### src/include/trig_qual_pkg.sv
package trig_qual_pkg;
   // apb register byte offsets
   localparam logic [7:0] off_ctrl = 8'h00;
   localparam logic [7:0] off_min_width = 8'h04;
   localparam logic [7:0] off_frame_count = 8'h08;
   localparam logic [7:0] off_start_delay = 8'h0c;
   localparam logic [7:0] off_status = 8'h10;
   localparam logic [7:0] off_reserve = 8'h14;
   // ctrl field positions
   localparam int ctrl_enable_bit = 0;
   localparam int ctrl_scan_bit = 1;
   localparam int ctrl_mode_lo = 4;
   localparam int ctrl_base_lo = 8;
   localparam int ctrl_sel_lo = 12;
   // status field positions
   localparam int stat_busy_bit = 0;
   localparam int stat_delay_bit = 1;
   localparam int stat_level_bit = 2;
   localparam int stat_bad_count_bit = 3;
   localparam int stat_accepted_lo = 16;
   // reserve register: inputs in low half, outputs in high half
   localparam int reserve_out_lo = 16;
   localparam logic [3:0] reserve_in_reset = 4'h3;
   localparam logic [3:0] reserve_out_reset = 4'h3;
   // frame count limits
   localparam logic [17:0] frame_count_min = 18'h00001;
   localparam logic [17:0] frame_count_max = 18'h3fffe;
   localparam logic [17:0] frame_count_reset = 18'h00001;
   // timing
   localparam int clock_mhz = 125;
   localparam int time_unit_us = 1;
   localparam int cycles_per_us = time_unit_us * clock_mhz;
   localparam int ns_per_clock = 8;
   localparam logic [31:0] zero_word = 32'h00000000;

   typedef enum logic [2:0] {
      mode_level_low = 3'b000,
      mode_level_high = 3'b001,
      mode_edge_rise = 3'b010,
      mode_edge_fall = 3'b011,
      mode_dual_rise = 3'b100,
      mode_dual_fall = 3'b101
   } detect_mode_t;

   typedef enum logic [1:0] {
      base_line = 2'b00,
      base_ns = 2'b01,
      base_line_or_shaft = 2'b10,
      base_shaft = 2'b11
   } delay_base_t;

   typedef enum logic [1:0] {
      seq_idle = 2'b00,
      seq_delay = 2'b01,
      seq_frames = 2'b10,
      seq_level = 2'b11
   } seq_state_t;
endpackage

### src/verilog/trig_input_sync.sv
`timescale 1ns/1ps
module trig_input_sync #(
   parameter int width = 4
) (
   // clocking
   input wire logic clock,
   input wire logic sys_rst,
   input wire logic clock_en,
   // pins and result
   input wire logic [width-1:0] pin_in,
   output logic [width-1:0] pin_level
);
   logic [width-1:0] stage1;
   logic [width-1:0] stage2;
   logic [width-1:0] stage3;

   // third stage only filters: change counts once stages two and three agree
   always_ff @(posedge clock) begin
      if (sys_rst) begin
         stage1 <= '0;
         stage2 <= '0;
         stage3 <= '0;
         pin_level <= '0;
      end else if (clock_en) begin
         stage1 <= pin_in;
         stage2 <= stage1;
         stage3 <= stage2;
         for (int i = 0; i < width; i++) begin
            if (stage2[i] == stage3[i]) begin
               pin_level[i] <= stage3[i];
            end
         end
      end
   end
endmodule

### src/verilog/external_frame_trigger_qualifier.sv
// What this block does
// - enable gates frame requests to trigger, areascan
// - level mode captures while input active
// - one frame sequence per qualifying edge
// - linescan adds dual-input rising/falling modes
// - measure pulse width, drop short pulses
// - zero minimum width accepts every pulse
// - frames per trigger, 1 through 262142
// - infinite or out-of-range count refused
// - programmable start delay after accepted trigger
// - delay counts line, ns, or encoder events
// - selector picks which input feeds trigger
// - only reserved inputs reach trigger logic, except the dual-mode second input, which is not checked
// - inputs and outputs 1, 2 reserved at reset
`timescale 1ns/1ps
module external_frame_trigger_qualifier
   import trig_qual_pkg::*;
#(
   parameter int n_inputs = 4,
   parameter int delay_width = 32,
   parameter int width_us_width = 16
) (
   // clocking
   input wire logic clock,
   input wire logic sys_rst,
   input wire logic clock_en,
   // apb slave
   input wire logic psel,
   input wire logic penable,
   input wire logic pwrite,
   input wire logic [7:0] paddr,
   input wire logic [31:0] pwdata,
   input wire logic [3:0] pstrb,
   output logic [31:0] prdata,
   output logic pready,
   output logic pslverr,
   // trigger inputs and time base events
   input wire logic [n_inputs-1:0] gen_input,
   input wire logic line_tick,
   input wire logic line_trig_tick,
   input wire logic shaft_tick,
   // acquisition engine
   output logic frame_request,
   output logic capture_active,
   input wire logic frame_done,
   output logic [3:0] strobe_reserved
);
   logic [31:0] ctrl;
   logic [width_us_width-1:0] min_pulse_width;
   logic [17:0] frames_per_trigger;
   logic [delay_width-1:0] trig_start_delay;
   logic [3:0] reserve_in;
   logic bad_count;
   logic [15:0] accepted_count;
   logic [n_inputs-1:0] pin_level;
   logic trig_now;
   logic dual_prev;
   logic [width_us_width-1:0] us_count;
   logic [7:0] us_prescale;
   logic pulse_ok;
   logic accept;
   seq_state_t seq_state;
   logic [delay_width-1:0] delay_count;
   logic [17:0] frames_left;
   logic wait_done;
   logic [delay_width-1:0] ns_acc;

   logic ext_trig_enable;
   logic camera_scan_type;
   detect_mode_t trig_detect_mode;
   delay_base_t delay_base;
   logic [1:0] trig_input_select;
   assign ext_trig_enable = ctrl[ctrl_enable_bit];
   assign camera_scan_type = ctrl[ctrl_scan_bit];
   assign trig_detect_mode = detect_mode_t'(ctrl[ctrl_mode_lo +: 3]);
   assign delay_base = delay_base_t'(ctrl[ctrl_base_lo +: 2]);
   assign trig_input_select = ctrl[ctrl_sel_lo +: 2];

   function automatic logic [31:0] merge(input logic [31:0] old, input logic [31:0] wd,
                                         input logic [3:0] strb);
      logic [31:0] r;
      r = old;
      for (int b = 0; b < 4; b++) begin
         if (strb[b]) begin
            r[b*8 +: 8] = wd[b*8 +: 8];
         end
      end
      return r;
   endfunction

   logic wr_en;
   logic rd_en;
   logic [31:0] cur_word;
   logic [31:0] wr_word;
   assign wr_en = psel && penable && pwrite && clock_en;
   assign rd_en = psel && !penable && !pwrite && clock_en;
   // byte lanes merge into the old word before any range check sees it
   assign wr_word = merge(cur_word, pwdata, pstrb);

   trig_input_sync #(.width(n_inputs)) u_sync (
      .clock(clock),
      .sys_rst(sys_rst),
      .clock_en(clock_en),
      .pin_in(gen_input),
      .pin_level(pin_level)
   );

   always_comb begin
      trig_now = 1'b0;
      if (reserve_in[trig_input_select] && int'(trig_input_select) < n_inputs) begin
         trig_now = pin_level[trig_input_select];
      end
   end

   // addressed register, shared by reads and byte-lane merges
   always_comb begin
      unique case (paddr)
         off_ctrl: cur_word = ctrl;
         off_min_width: cur_word = 32'(min_pulse_width);
         off_frame_count: cur_word = 32'(frames_per_trigger);
         off_start_delay: cur_word = 32'(trig_start_delay);
         off_status: cur_word = {accepted_count, 12'h000, bad_count, trig_now,
                                 seq_state == seq_delay, seq_state != seq_idle};
         off_reserve: cur_word = {12'h000, strobe_reserved, 12'h000, reserve_in};
         default: cur_word = zero_word;
      endcase
   end

   // registers; one-wait-state slaves would need no pready flop, kept zero-wait
   always_ff @(posedge clock) begin
      if (sys_rst) begin
         ctrl <= zero_word;
         min_pulse_width <= '0;
         frames_per_trigger <= frame_count_reset;
         trig_start_delay <= '0;
         reserve_in <= reserve_in_reset;
         strobe_reserved <= reserve_out_reset;
         bad_count <= 1'b0;
      end else if (wr_en) begin
         unique case (paddr)
            off_ctrl: ctrl <= wr_word;
            off_min_width: min_pulse_width <= wr_word[width_us_width-1:0];
            off_frame_count: begin
               if (wr_word[17:0] >= frame_count_min && wr_word[17:0] <= frame_count_max
                   && wr_word[31:18] == '0) begin
                  frames_per_trigger <= wr_word[17:0];
                  bad_count <= 1'b0;
               end else begin
                  bad_count <= 1'b1;
               end
            end
            off_start_delay: trig_start_delay <= wr_word[delay_width-1:0];
            off_reserve: begin
               reserve_in <= wr_word[3:0];
               strobe_reserved <= wr_word[reserve_out_lo +: 4];
            end
            default: ;
         endcase
      end
   end

   always_ff @(posedge clock) begin
      if (sys_rst) begin
         prdata <= zero_word;
         pready <= 1'b0;
         pslverr <= 1'b0;
      end else if (clock_en) begin
         pready <= psel && !penable;
         pslverr <= psel && !penable && !(paddr inside {off_ctrl, off_min_width,
                    off_frame_count, off_start_delay, off_status, off_reserve});
         if (rd_en) begin
            prdata <= cur_word;
         end
      end
   end

   // pulse width in microseconds, counted while input active
   logic active_lvl;
   logic falling_mode;
   assign falling_mode = trig_detect_mode inside {mode_level_low, mode_edge_fall, mode_dual_fall};
   assign active_lvl = falling_mode ? !trig_now : trig_now;
   always_ff @(posedge clock) begin
      if (sys_rst) begin
         us_count <= '0;
         us_prescale <= '0;
         dual_prev <= 1'b0;
      end else if (clock_en) begin
         if (!active_lvl) begin
            us_count <= '0;
            us_prescale <= '0;
         end else if (int'(us_prescale) == cycles_per_us - 1) begin
            us_prescale <= '0;
            if (us_count != '1) begin
               us_count <= us_count + 1'b1;
            end
         end else begin
            us_prescale <= us_prescale + 1'b1;
         end
         dual_prev <= pin_level[(int'(trig_input_select) + 1) % n_inputs];
      end
   end

   assign pulse_ok = (min_pulse_width == '0) || (us_count >= min_pulse_width);

   // edge qualifies once width reached (leading edge while pulse held)
   // dual-input: second input of pair must also be active
   logic qual_event;
   logic qual_prev;
   logic dual_ok;
   assign dual_ok = (trig_detect_mode inside {mode_dual_rise, mode_dual_fall}) ?
                    camera_scan_type && (falling_mode ? !dual_prev : dual_prev) : 1'b1;
   assign qual_event = active_lvl && pulse_ok && dual_ok;
   assign accept = ext_trig_enable && qual_event && !qual_prev && seq_state == seq_idle;

   always_comb begin
      wait_done = 1'b0;
      unique case (delay_base)
         base_line: wait_done = line_tick;
         base_ns: wait_done = 1'b1;
         base_line_or_shaft: wait_done = line_trig_tick || shaft_tick;
         base_shaft: wait_done = shaft_tick;
      endcase
   end

   always_ff @(posedge clock) begin
      if (sys_rst) begin
         seq_state <= seq_idle;
         delay_count <= '0;
         ns_acc <= '0;
         frames_left <= '0;
         frame_request <= 1'b0;
         capture_active <= 1'b0;
         qual_prev <= 1'b0;
         accepted_count <= '0;
      end else if (clock_en) begin
         qual_prev <= qual_event;
         frame_request <= 1'b0;
         unique case (seq_state)
            seq_idle: begin
               capture_active <= 1'b0;
               if (accept) begin
                  accepted_count <= accepted_count + 1'b1;
                  delay_count <= '0;
                  ns_acc <= '0;
                  frames_left <= frames_per_trigger;
                  seq_state <= seq_delay;
               end
            end
            seq_delay: begin
               if (delay_count >= trig_start_delay) begin
                  capture_active <= 1'b1;
                  frame_request <= 1'b1;
                  if (trig_detect_mode inside {mode_level_low, mode_level_high}) begin
                     seq_state <= seq_level;
                  end else begin
                     seq_state <= seq_frames;
                  end
               end else if (wait_done) begin
                  if (delay_base == base_ns) begin
                     delay_count <= ns_acc + delay_width'(ns_per_clock);
                     ns_acc <= ns_acc + delay_width'(ns_per_clock);
                  end else begin
                     delay_count <= delay_count + 1'b1;
                  end
               end
            end
            seq_frames: begin
               if (frame_done) begin
                  if (frames_left <= frame_count_min) begin
                     capture_active <= 1'b0;
                     seq_state <= seq_idle;
                  end else begin
                     frames_left <= frames_left - 1'b1;
                     frame_request <= 1'b1;
                  end
               end
            end
            seq_level: begin
               if (frame_done) begin
                  if (active_lvl && ext_trig_enable) begin
                     frame_request <= 1'b1;
                  end else begin
                     capture_active <= 1'b0;
                     seq_state <= seq_idle;
                  end
               end
            end
         endcase
      end
   end
endmodule

### config.mk
export PLATFORM = sky130hd
export DESIGN_NAME = external_frame_trigger_qualifier
export DESIGN_NICKNAME = d
export VERILOG_FILES = /design/src/include/trig_qual_pkg.sv /design/src/verilog/trig_input_sync.sv /design/src/verilog/external_frame_trigger_qualifier.sv
export SDC_FILE = /design/constraint.sdc
export NUM_CORES = 1
export LEC_CHECK = 0
export BUFFER_PORTS_ARGS = -buffer_cell sky130_fd_sc_hd__buf_2
export CORE_ASPECT_RATIO = 1.4
export CORE_MARGIN = 2
export CORE_UTILIZATION = 34
export CTS_CLUSTER_DIAMETER = 80
export DETAILED_ROUTE_END_ITERATION = 7
export PLACE_DENSITY = 0.57
export SYNTH_ARGS = -nofsm -noshare
export SYNTH_HDL_FRONTEND = slang
export SYNTH_SLANG_ARGS = --single-unit
### constraint.sdc
create_clock -name clock -period 3.7 [get_ports clock]
set_input_delay 0.37 -clock clock [delete_from_list [all_inputs] [get_ports clock]]
set_output_delay 0.37 -clock clock [all_outputs]
set_load 0.1 [all_outputs]
==> results.cfg <==
[logic_synthesis]
synth_cell_types = 78
yosys_register_bits = 282
syn_nets = 2073
synth_cells = 1959
seq_area_frac_synth_pct = 35.87
synth-main-ff-cell = dfxtp_1
synth_edf_count = 0
async_flop_share_pct = 0
synth_area_sq_um = 15740
yosysWarnings = 0
syn_area_per_cell_sq_um = 8.035

[worst_setup_path]
arrival_ps = 3760
max_stage_delay_ps = 850
rrSetupSlack_ps = 390
crit_family = compound AO/OA/AOI/OAI gates
cp-start-kind = flop
cpMaxStageDelayCell = nor3_1
cp.required_ps = 4140
crit_type = flop to flop
cp-end-kind = flop
worstPathCellList = inv_1 -> ha_1 -> a211oi_1 -> o21ai_0 -> a21oi_1 -> o221ai_1 -> a21oi_1 -> o21ai_1 -> nor3_1 -> buf_4 -> a211oi_1
cp_max_fo = 6
timing.critical_path.buf_inv = 2

[timing]
max_freq_mhz = 301.9
fin_setup_tns_ps = 0
maxSlewHeadroom_pct = 34.02
skew_ps = 11.44
slew_viol_final = 0
finalCritPeriodShare_pct = 89.54
layout_min_cycle_time_ps = 3313
post-route-worst-setup-slack_ps = 387.2
rsz0062_at_grt = false
hold-worst-slack_ps = 32.90
tightest_slew_ps = 982.1
setup_viol_count_final = 0
hold_violations = 0

[cts]
cts-resized-gates = 0
clk_latency_ps = 570
cts-root-buf = clkbuf_16
post-cts-setup-buffer-count = 0
cts_tree = done
cts_max_path_buffers = 3
cts_buffers = 30
cts.sinks = 282
path_clk_slew_ps = 60
postCtsHoldBufs = 0
htreeDepth = 1

[power_and_ir_drop]
ir_worst_vdd_mv = 0.4155
leakage_uw = 0.006701
p_per_area_nw_per_um2 = 361.3

[detailed_routing]
ant_nets = 0
wl_per_cell_um = 19.85
initialDrtViolationCount = 1148
route.vias.total = 15300
dr.pass1.iters = 5
wl_mm = 52.88
routed_via_density = 5.742
remaining_drc_errors = 0

[layout]
finalNetCount = 2139
antenna_cells_inserted = 0
drive_gt1_share_pct = 13.53
area_growth_pct = 15.05
utilization_pct = 39.50

[grt]
globalRouteTotalUtil_pct = 21.63
first_global_vias = 14800
antenna_found_initial = 0
overflow = 0
grt_pass1_wl_mm = 82.62
grt_max_degree = 120

[floorplanning]
die_x_um = 185.8
ios = 98
core-area_sq_um = 45850
die_h_um = 258.6
start_util_pct = 34.33
num_rows = 93
dieArea_sq_um = 48060

[placement]
hpwl_mm = 38.88
io_buffers = 97
place_congestion = 0.9380
place_ws_ps = 121.4

[flow_run]
cap_violations = 0

[run_status]
status = finished clean

[min_path]
min_path_type = input pin to flop
## cells in the final DEF (no fill, tap or decap), types with 14 or more instances in the layout
cell type | netlist | final
a211oi_1 | 84 | 84
a21o_1 | 19 | 19
a21oi_1 | 147 | 146
a22oi_1 | 43 | 43
a31oi_1 | 53 | 53
and3_1 | 26 | 26
and4_1 | 14 | 14
buf_2 | 7 | 96
buf_4 | 6 | 77
clkbuf_16 | 0 | 31
dfxtp_1 | 282 | 282
ha_1 | 56 | 56
inv_1 | 73 | 73
mux2i_1 | 27 | 27
nand2_1 | 204 | 204
nand2b_1 | 18 | 18
nand3_1 | 61 | 60
nand4_1 | 36 | 36
nor2_1 | 239 | 238
nor3_1 | 35 | 35
nor4_1 | 21 | 20
o211ai_1 | 17 | 17
o21ai_0 | 66 | 65
o31ai_1 | 21 | 21
o32ai_1 | 15 | 15
xnor2_1 | 21 | 21
xor2_1 | 28 | 28
## final timing paths
kind	startpoint	end	cells after the start
worst max-delay path	trig_start_delay[15]	delay_count[7]	11
worst min register to register	prdata[2]	prdata[2]	2
worst max register to register	trig_start_delay[15]	delay_count[7]	11
worst min-delay path	gen_input[3]	u_sync.stage1[3]	3
## synth_stat cells (14+ instances only)
library cell	number	area share, %
a21oi_1	147	4.7
a31oi_1	53	2.1
dfxtp_1	282	36
inv_1	73	1.7
clkbuf_1	118	2.8
a22oi_1	43	2.1
nand4_1	36	1.4
o211ai_1	17	0.81
xnor2_1	21	1.2
nand2_1	204	4.9
a21o_1	19	0.91
o32ai_1	15	0.83
o31ai_1	21	1.0
a211oi_1	84	4.0
xor2_1	28	1.6
nand2b_1	18	0.72
nor2_1	239	5.7
nor4_1	21	0.83
and3_1	26	1.0
nor3_1	35	1.1
and4_1	14	0.78
ha_1	56	4.5
mux2i_1	27	1.7
nand3_1	61	1.9
o21ai_0	66	2.1
## flip-flops by register name (all words and copies together) (netlist names), 4 cells and up
name and flops:
us_prescale 8, prdata 32, reserve_in 4, delay_count 32
strobe_reserved 4, frames_per_trigger 18, trig_start_delay 32, ns_acc 29
ctrl 32, u_sync.stage1 4, u_sync.pin_level 4, u_sync.stage2 4
u_sync.stage3 4, min_pulse_width 16, accepted_count 16, frames_left 18
us_count 16
## tightest hold or removal path: stages
cell	delay (ps)
buf_2	70
mux2i_1	50
nor2_1	70
## cell type report
class | count | area [sq um]
fill | 4754 | 27740
multi-input combinational | 1458 | 9216
sequential | 282 | 5645
timing repair buffer | 179 | 1170
clock buffer | 46 | 932.1
tap | 617 | 772.0
inverter | 74 | 277.8
clock inverter | 8 | 95.09
## per-stage QoR
step | instance area (sq um) | power (uW) | std cells
final | 18110 | 6543 | 2664
after global routing | 18110 | 6759 | 2664
after CTS | 18110 | 6614 | 2664
after detailed placement | 17080 | 3474 | 2610
after global placement | 17080 | 3472 | 2610
after floorplan | 15740 | 3326 | 1959
## logic make-up (layout without fill, tap and decap cells)
| logic type | count (synthesis) | in the layout | share of synthesized area (%) |
|---|---|---|---|
| xor gates and xnor gates | 49 | 49 | 2.727 |
| DFF | 282 | 282 | 35.87 |
| adders and majority gates | 56 | 56 | 4.451 |
| AOI/OAI and AO/OA | 580 | 580 | 24.83 |
| buffers and inverters | 219 | 307 | 5.691 |
| and+or+nand+nor | 718 | 718 | 21.26 |
| muxes | 55 | 55 | 5.175 |
## layer usage
layer / GRT usage (%) / vias up / wire length (um)
li1: - / 7336 / -
met1: 26.49 / 7391 / 21820
met2: 38.06 / 462 / 26630
met3: 2.319 / 107 / 2305
met4: 9.339 / 0 / 2122
met5: 0 / - / 0
## report_power, final
part           switching (uW)  internal [uW]
clock                    1270           1860
combinational             247            112
sequential               6.64           3050
total                    1530           5020
Power figures use the tool's default switching activity.
